**config.mk**
```make
export PLATFORM = sky130hd
export DESIGN_NAME = alarm_fault_relay_control
export DESIGN_NICKNAME = d
export VERILOG_FILES = /design/src/core/relay_ctrl_pkg.sv /design/src/core/alarm_fault_relay_control.sv
export SDC_FILE = /design/constraint.sdc
export NUM_CORES = 1
export LEC_CHECK = 0
export ABC_AREA = 0
export BUFFER_PORTS_ARGS = -buffer_cell sky130_fd_sc_hd__buf_4
export CAP_MARGIN = 10
export CORE_AREA = 5 5 168 170
export CTS_CLUSTER_DIAMETER = 200
export DETAILED_ROUTE_END_ITERATION = 6
export DIE_AREA = 0 0 173 175
export PLACE_DENSITY = 0.63
export SLEW_MARGIN = 20
export SYNTH_ARGS = -nofsm -noshare
export SYNTH_HDL_FRONTEND = slang
export SYNTH_SLANG_ARGS = --single-unit
```
**constraint.sdc**
```tcl
create_clock -name clk_sys -period 7.2 [get_ports clk_sys]
set_input_delay 0.72 -clock clk_sys [delete_from_list [all_inputs] [get_ports clk_sys]]
set_output_delay 0.72 -clock clk_sys [all_outputs]
set_load 0.005 [all_outputs]
```
**src/core/relay_ctrl_pkg.sv**
```systemverilog
// Purpose: Shared constants and types for the relay controller
// Assumes: 10 MHz system clock, 32-bit classic Wishbone bus
// Notes: Register offsets are byte addresses of aligned words
package relay_ctrl_pkg;

  // Clock rate and documented times
  localparam int unsigned CLK_HZ = 10_000_000;
  localparam int unsigned QUAL_TIME_S = 5;
  localparam int unsigned INHIBIT_TIME_S = 60;
  // Times as cycle counts
  localparam int unsigned QUAL_CYCLES = QUAL_TIME_S * CLK_HZ;
  localparam int unsigned INHIBIT_CYCLES = INHIBIT_TIME_S * CLK_HZ;

  // Relay indices
  localparam int NUM_RELAYS = 3;
  localparam int RELAY_ALM1 = 0;
  localparam int RELAY_ALM2 = 1;
  localparam int RELAY_FLT = 2;
  localparam int CONC_W = 16;

  // Register offsets
  localparam logic [7:0] ADDR_CTRL = 8'h00;
  localparam logic [7:0] ADDR_THR1 = 8'h04;
  localparam logic [7:0] ADDR_THR2 = 8'h08;
  localparam logic [7:0] ADDR_STATUS = 8'h0C;
  localparam logic [7:0] ADDR_IRQ_STAT = 8'h10;
  localparam logic [7:0] ADDR_IRQ_MASK = 8'h14;

  // Reset values
  localparam logic [7:0] CTRL_RESET = 8'h00;
  localparam logic [15:0] THR_RESET = 16'h0000;
  localparam logic [2:0] MASK_RESET = 3'h0;

  // Per-relay configuration: bits [2:0] energized, [5:3] latching,
  // [7:6] descending trip for the two alarm relays
  typedef struct packed {
    logic [1:0] descend;
    logic [2:0] latching;
    logic [2:0] energized;
  } relay_cfg_t;

  // Live state: bits [2:0] active, [5:3] condition, [6] inhibit over
  typedef struct packed {
    logic inhibit_done;
    logic [2:0] cond;
    logic [2:0] active;
  } relay_status_t;

  // Power-up sequence
  typedef enum logic [1:0] {
    PWR_INHIBIT = 2'b00,
    PWR_RUN = 2'b01
  } pwr_state_t;

endpackage

```
**src/core/alarm_fault_relay_control.sv**
```systemverilog
// Purpose: Drives two alarm relays and one fault relay
// Assumes: Inputs synchronous to clk_sys; classic Wishbone slave
// Notes: Relay outputs are coil drives, high means coil on
// Notes on behaviour
// RQ1: Three relays: two alarms, one fault
// RQ2: Normal polarity: alarm coil off when clear
// RQ3: Alarm activates after over five seconds
// RQ4: Normal polarity: fault coil off when clear
// RQ5: Fault activates after over five seconds
// RQ6: Energized polarity inverts the coil drive
// RQ7: Non-latching relay drops when condition clears
// RQ8: Latching relay stays active after clearing
// RQ9: Only a magnet swipe releases a latch
// RQ10: Ascending trips above the threshold
// RQ11: Descending trips below the threshold
// RQ12: No activation in first sixty seconds
// RQ13: Timer restarts when condition drops early
//
// The register addresses and register access over Wishbone were left to the implementer.
`timescale 1ns/100ps
`default_nettype none

module alarm_fault_relay_control
  import relay_ctrl_pkg::*;
#(
  parameter int unsigned QUAL_CNT = QUAL_CYCLES,
  parameter int unsigned INHIBIT_CNT = INHIBIT_CYCLES
) (
  input wire logic clk_sys,
  input wire logic rst_n,
  input wire logic wb_cyc_i,
  input wire logic wb_stb_i,
  input wire logic wb_we_i,
  input wire logic [7:0] wb_adr_i,
  input wire logic [3:0] wb_sel_i,
  input wire logic [31:0] wb_dat_i,
  output logic [31:0] wb_dat_o,
  output logic wb_ack_o,
  input wire logic [CONC_W-1:0] concentration,
  input wire logic fault_in,
  input wire logic magnet_switch_upper,
  input wire logic magnet_switch_lower,
  output logic [NUM_RELAYS-1:0] relay_coil,
  output logic irq
);

  // Byte-lane merge of a write into an old word
  function automatic logic [31:0] merge_sel(
    input logic [31:0] old_w,
    input logic [31:0] new_w,
    input logic [3:0] sel
  );
    logic [31:0] res;
    res = old_w;
    for (int b = 0; b < 4; b++) begin
      if (sel[b]) begin
        res[8*b +: 8] = new_w[8*b +: 8];
      end
    end
    return res;
  endfunction

  // Trip test for one alarm relay
  function automatic logic trip(
    input logic [CONC_W-1:0] conc,
    input logic [CONC_W-1:0] thr,
    input logic desc
  );
    logic hit;
    // RQ11: below when descending
    // RQ10: above when ascending
    hit = desc ? (conc < thr) : (conc > thr);
    return hit;
  endfunction

  relay_cfg_t cfg;
  logic [CONC_W-1:0] thr1;
  logic [CONC_W-1:0] thr2;
  logic [NUM_RELAYS-1:0] irq_mask;
  logic [NUM_RELAYS-1:0] irq_stat;
  logic [NUM_RELAYS-1:0] next_irq_stat;
  logic [NUM_RELAYS-1:0] cond;
  logic [NUM_RELAYS-1:0] qual;
  logic [NUM_RELAYS-1:0] latched;
  logic [NUM_RELAYS-1:0] active;
  logic [NUM_RELAYS-1:0] next_active;
  logic [31:0] qual_cnt [NUM_RELAYS];
  logic [31:0] inhibit_cnt;
  pwr_state_t pwr_state;
  logic run;
  logic upper_q;
  logic lower_q;
  logic swipe;
  logic bus_req;
  logic wr_stb;
  logic rd_stb;
  logic [31:0] rd_word;
  logic [31:0] wr_ctrl;
  logic [31:0] wr_thr1;
  logic [31:0] wr_thr2;
  logic [31:0] wr_mask;
  relay_status_t stat;

  // Bus strobes, one per access on the edge that raises ack
  assign bus_req = wb_cyc_i && wb_stb_i && !wb_ack_o;
  assign wr_stb = bus_req && wb_we_i;
  assign rd_stb = bus_req && !wb_we_i;
  assign run = (pwr_state == PWR_RUN);

  // Merged write words
  assign wr_ctrl = merge_sel({24'h00_0000, cfg}, wb_dat_i, wb_sel_i);
  assign wr_thr1 = merge_sel({16'h0000, thr1}, wb_dat_i, wb_sel_i);
  assign wr_thr2 = merge_sel({16'h0000, thr2}, wb_dat_i, wb_sel_i);
  assign wr_mask = merge_sel({29'h0, irq_mask}, wb_dat_i, wb_sel_i);

  // RQ1: three trigger conditions
  // Alarm conditions from thresholds, fault taken directly
  always_comb begin
    cond[RELAY_ALM1] = trip(concentration, thr1, cfg.descend[0]);
    cond[RELAY_ALM2] = trip(concentration, thr2, cfg.descend[1]);
    cond[RELAY_FLT] = fault_in;
  end

  // Power-up inhibit sequence
  always_ff @(posedge clk_sys) begin
    if (!rst_n) begin
      pwr_state <= PWR_INHIBIT;
      inhibit_cnt <= 32'h0000_0000;
    end else begin
      case (pwr_state)
        PWR_INHIBIT: begin
          // RQ12: hold off sixty seconds
          if (inhibit_cnt >= INHIBIT_CNT - 1) begin
            pwr_state <= PWR_RUN;
          end else begin
            inhibit_cnt <= inhibit_cnt + 32'h0000_0001;
          end
        end
        PWR_RUN: begin
          pwr_state <= PWR_RUN;
        end
        default: begin
          pwr_state <= PWR_INHIBIT;
        end
      endcase
    end
  end

  // Persistence timers, saturating at the qualification count
  always_ff @(posedge clk_sys) begin
    if (!rst_n) begin
      for (int i = 0; i < NUM_RELAYS; i++) begin
        qual_cnt[i] <= 32'h0000_0000;
      end
    end else begin
      for (int i = 0; i < NUM_RELAYS; i++) begin
        // RQ13: restart on dropout
        if (!cond[i]) begin
          qual_cnt[i] <= 32'h0000_0000;
        end else if (qual_cnt[i] < QUAL_CNT) begin
          qual_cnt[i] <= qual_cnt[i] + 32'h0000_0001;
        end
      end
    end
  end

  // RQ3: alarm needs the full period
  // RQ5: fault needs the full period
  always_comb begin
    for (int i = 0; i < NUM_RELAYS; i++) begin
      qual[i] = cond[i] && (qual_cnt[i] >= QUAL_CNT);
    end
  end

  // Magnet swipe: rising edge on either switch
  always_ff @(posedge clk_sys) begin
    if (!rst_n) begin
      upper_q <= 1'b0;
      lower_q <= 1'b0;
    end else begin
      upper_q <= magnet_switch_upper;
      lower_q <= magnet_switch_lower;
    end
  end
  assign swipe = (magnet_switch_upper && !upper_q) ||
                 (magnet_switch_lower && !lower_q);

  // Latch memory per relay, set wins over a swipe
  always_ff @(posedge clk_sys) begin
    if (!rst_n) begin
      latched <= '0;
    end else begin
      for (int i = 0; i < NUM_RELAYS; i++) begin
        // RQ8: hold after clearing
        if (run && cfg.latching[i] && qual[i]) begin
          latched[i] <= 1'b1;
        // RQ9: released by a swipe only
        end else if (swipe) begin
          latched[i] <= 1'b0;
        end
      end
    end
  end

  // Activation, gated off while the inhibit runs
  always_comb begin
    for (int i = 0; i < NUM_RELAYS; i++) begin
      // RQ7: drop as soon as clear
      // RQ12: nothing active while inhibited
      next_active[i] = run && (qual[i] || latched[i]);
    end
  end

  // Relay state and coil drive
  always_ff @(posedge clk_sys) begin
    if (!rst_n) begin
      active <= '0;
      relay_coil <= '0;
    end else begin
      active <= next_active;
      // RQ6: energized mode inverts
      // RQ2: alarm coil off when clear
      // RQ4: fault coil off when clear
      relay_coil <= next_active ^ cfg.energized;
    end
  end

  // Sticky activation events, cleared by an interrupt status read
  always_comb begin
    next_irq_stat = irq_stat;
    if (rd_stb && wb_adr_i == ADDR_IRQ_STAT) begin
      next_irq_stat = '0;
    end
    next_irq_stat = next_irq_stat | (next_active & ~active);
  end

  // Interrupt status and level output
  always_ff @(posedge clk_sys) begin
    if (!rst_n) begin
      irq_stat <= '0;
      irq <= 1'b0;
    end else begin
      irq_stat <= next_irq_stat;
      irq <= |(next_irq_stat & irq_mask);
    end
  end

  // Configuration registers written from the bus
  always_ff @(posedge clk_sys) begin
    if (!rst_n) begin
      cfg <= CTRL_RESET;
      thr1 <= THR_RESET;
      thr2 <= THR_RESET;
      irq_mask <= MASK_RESET;
    end else if (wr_stb) begin
      case (wb_adr_i)
        ADDR_CTRL: cfg <= wr_ctrl[7:0];
        ADDR_THR1: thr1 <= wr_thr1[CONC_W-1:0];
        ADDR_THR2: thr2 <= wr_thr2[CONC_W-1:0];
        ADDR_IRQ_MASK: irq_mask <= wr_mask[NUM_RELAYS-1:0];
        default: begin
        end
      endcase
    end
  end

  // Read mux, unmapped offsets read zero
  always_comb begin
    stat.inhibit_done = run;
    stat.cond = cond;
    stat.active = active;
    case (wb_adr_i)
      ADDR_CTRL: rd_word = {24'h00_0000, cfg};
      ADDR_THR1: rd_word = {16'h0000, thr1};
      ADDR_THR2: rd_word = {16'h0000, thr2};
      ADDR_STATUS: rd_word = {25'h000_0000, stat};
      ADDR_IRQ_STAT: rd_word = {29'h0000_0000, irq_stat};
      ADDR_IRQ_MASK: rd_word = {29'h0000_0000, irq_mask};
      default: rd_word = 32'h0000_0000;
    endcase
  end

  // Bus answer: ack one cycle after the request, for one cycle
  always_ff @(posedge clk_sys) begin
    if (!rst_n) begin
      wb_ack_o <= 1'b0;
      wb_dat_o <= 32'h0000_0000;
    end else begin
      wb_ack_o <= bus_req;
      if (rd_stb) begin
        wb_dat_o <= rd_word;
      end
    end
  end

endmodule

`default_nettype wire

```
==> flow_metrics.env <==
export IMPL_cts_sinks=204
export IMPL_antenna_cells=0
export IMPL_hp_start="wb_dat_o[8]"
export IMPL_core_area_sq_mm=0.02658
export IMPL_firstDrtPassIters=5
export IMPL_post_cts_resized=0
export IMPL_wl_per_cell_microns=14.82
export IMPL_clockBufferDepth=3
export IMPL_grt_max_degree=97
export IMPL_swShare=0.2139
export IMPL_maxCapViolCount=0
export IMPL_netlist_area_sq_mm=0.01041
export IMPL_setup_tns_ps=0
export IMPL_synth_top_cell_area_share=0.2768
export IMPL_routed_top_layer="met5"
export IMPL_portBuffers=70
export IMPL_clk_pin_slew_ps=60
export IMPL_endpoint_kind="register"
export IMPL_synthFlopType="dfxtp_1"
export IMPL_internal_power_mw=2.113
export IMPL_routed_wl_microns=22570
export IMPL_combPwrFrac=0.048
export IMPL_period_minus_slack_ps=3399
export IMPL_rsz0062_at_grt="false"
export IMPL_tritoncts="done"
export IMPL_drive_gt1_frac=0.1100
export IMPL_grt_pass1_vias=7343
export IMPL_via_count=7776
export IMPL_cp_max_fo=26
export IMPL_insertion_delay_ps=510
export IMPL_yosys_top_cells_area="edfxtp_1 28%, dfxtp_1 21%, nor2_1 6.8%"
export IMPL_io_pins=105
export IMPL_r2r_start="thr2[11]"
export IMPL_met3_length_microns=1139
export IMPL_p_switching_mw=0.5749
export IMPL_drc=0
export IMPL_start_kind="register"
export IMPL_die_y_microns=175
export IMPL_status="completed"
export IMPL_setup_violations=0
export IMPL_min_to="wb_dat_o[8]"
export IMPL_area_growth_pct=16.42
export IMPL_htree_num_levels=1
export IMPL_clkPwrFrac=0.476
export IMPL_yosysWarnings=0
export IMPL_dieArea_sq_mm=0.03028
export IMPL_dp_slack_ps=3252
export IMPL_row_count=60
export IMPL_worst_pin_slew_ps=1011
export IMPL_async_reset_ff_frac=0
export IMPL_wl_met1_microns=10730
export IMPL_synth_seq_area_share=0.4844
export IMPL_post_route_period_util=0.4721
export IMPL_dr_wl_met2_microns=10210
export IMPL_grt_total_usage=0.1441
export IMPL_synth_commonest_cells="190 x nor2_1, 108 x dfxtp_1, 96 x edfxtp_1"
export IMPL_gp_congestion=0.8169
export IMPL_p_seq_frac=0.476
export IMPL_hp_class="register to register"
export IMPL_r2r_end="qual_cnt[1][8]"
export IMPL_hold_violations=0
export IMPL_reg2reg_depth=9
export IMPL_synth_seq_cells=204
export IMPL_setup_ws_ps=3801
export IMPL_antenna_found_initial=1
export IMPL_p_per_area_mw_per_mm2=221.7
export IMPL_drv_slew=0
export IMPL_synth_edf_count=96
export IMPL_cts_root_buf="clkbuf_16"
export IMPL_peakVddDrop_mv=0.1576
export IMPL_final_nets=1272
export IMPL_critPathRequiredTime_ps=7520
export IMPL_grt_pass1_wl_microns=37000
export IMPL_postCtsSetupRepairBufs=0
export IMPL_slew_headroom=0.3239
export IMPL_fin_skew_ps=10.41
export IMPL_drtIter0Drc=460
export IMPL_clock_fmax_mhz=294.2
export IMPL_crit_type="register to register"
export IMPL_postSynthAreaPerCell_sq_um=9.607
export IMPL_synth_distinct_cells=66
export IMPL_dp_hpwl_microns=15780
export IMPL_synth_most_common_cell="nor2_1"
export IMPL_grt_overflow_total=0
export IMPL_arrival_ps=3720
export IMPL_cts_made_buffers=23
export IMPL_via_per_inst=5.106
export IMPL_synth_cells=1084
export IMPL_r2r_setup_slack_ps=3800
export IMPL_die_w_microns=173
export IMPL_initial_core_util=0.3919
export IMPL_postCtsHoldBufs=0
export IMPL_whs_path_depth=2
export IMPL_critPathLaunch="thr2[11]"
export IMPL_yosysTopAreaCell="edfxtp_1"
export IMPL_p_leak_nw=4.475
export IMPL_postRouteAntennaNets=0
kinds of logic after synthesis:
group / count (synthesis) / synth area share
simple gates: 456 / 0.2089
mux: 53 / 0.05106
flops: 204 / 0.4844
xor+xnor: 94 / 0.07906
other cells: 1 / 0.0003601
buf+inv: 111 / 0.04686
fa+ha+maj: 39 / 0.04686
compound gates: 126 / 0.08242
cell type report:
type	instances	area, sq um
well taps	341	426.7
inverters	57	214.0
repair buffers	77	589.3
fillers	2570	14450
flip-flops and latches	204	5045
clock buffers	30	643.1
clock inverters	12	196.4
multi-input cells	802	5010
worst max-delay path, cell delays in order (launching register included):
cell and delay, ps:
dfxtp_1 360, inv_1 50, ha_1 310, nand4_1 160, nor4_1 480, a21bo_2 290
nand3_1 130, mux2i_1 310, nand3_1 760, a21oi_1 360
metrics by stage:
stage / utilization / instance area (sq um) / power, mW / hold slack [ps] / std cells
floorplan: - / 10540 / 1.381 / 430.8 / 1117
global placement: 0.4236 / 11260 / 1.429 / 434.0 / 1479
detailed placement: 0.4236 / 11260 / 1.432 / 444.7 / 1479
CTS: 0.4552 / 12100 / 2.727 / 436.1 / 1521
global route: 0.4562 / 12120 / 2.798 / 442.6 / 1523
finish: 0.4562 / 12120 / 2.688 / 451.5 / 1523
how the worst max path moves through the flow:
stage / endpoint / slack (ps) / cells past startpoint
6_report: qual_cnt[1][8] / 3800 / 9
5_1_grt: qual_cnt[1][8] / 3430 / 9
4_1_cts: qual_cnt[1][8] / 3690 / 9
3_5_place_dp: qual_cnt[1][8] / 3250 / 9
3_3_place_gp: qual_cnt[1][8] / 3290 / 9
2_1_floorplan: qual_cnt[0][0] / 3790 / 7
power groups by stage:
stage	sequential, mW	clock [mW]	combinational (mW)
3_3_place_gp	1.30	0	0.128
3_5_place_dp	1.30	0	0.129
2_1_floorplan	1.30	0	0.0846
4_1_cts	1.28	1.32	0.130
5_1_grt	1.28	1.37	0.146
6_report	1.28	1.28	0.129
registers in the layout, summed over array words and instances, names as in the netlist, 3 cells and up:
signal and flops:
active 3, cfg 8, inhibit_cnt 32, irq_mask 3, irq_stat 3, latched 3, qual_cnt 96, relay_coil 3
thr1 16, thr2 16, wb_dat_o 16
per-layer routing:
metal  track usage  vias up
met2        0.2333      148
met4       0.03525        2
met3       0.03051       37
li1              -     3935
met1        0.1984     3654
met5             0        -
layout by cell type (no fill, tap or decap), types with 4 or more instances in the layout:
cell type	n
a21oi_1	34
a22o_1	8
a22oi_1	14
a31oi_1	6
a32oi_1	6
and2_1	15
and3_1	13
and4_1	14
buf_4	75
bufinv_16	5
clkbuf_1	4
clkbuf_16	24
conb_1	34
dfxtp_1	108
edfxtp_1	96
ha_1	39
inv_1	56
mux2i_1	52
nand2_1	81
nand2b_1	4
nand3_1	49
nand4_1	31
nor2_1	190
nor3_1	23
nor4_1	7
o21a_1	5
o21ai_0	19
o32ai_1	4
or3_1	6
or4_1	6
xnor2_1	39
xor2_1	55
Note: power is estimated with default switching activity, not from simulation.
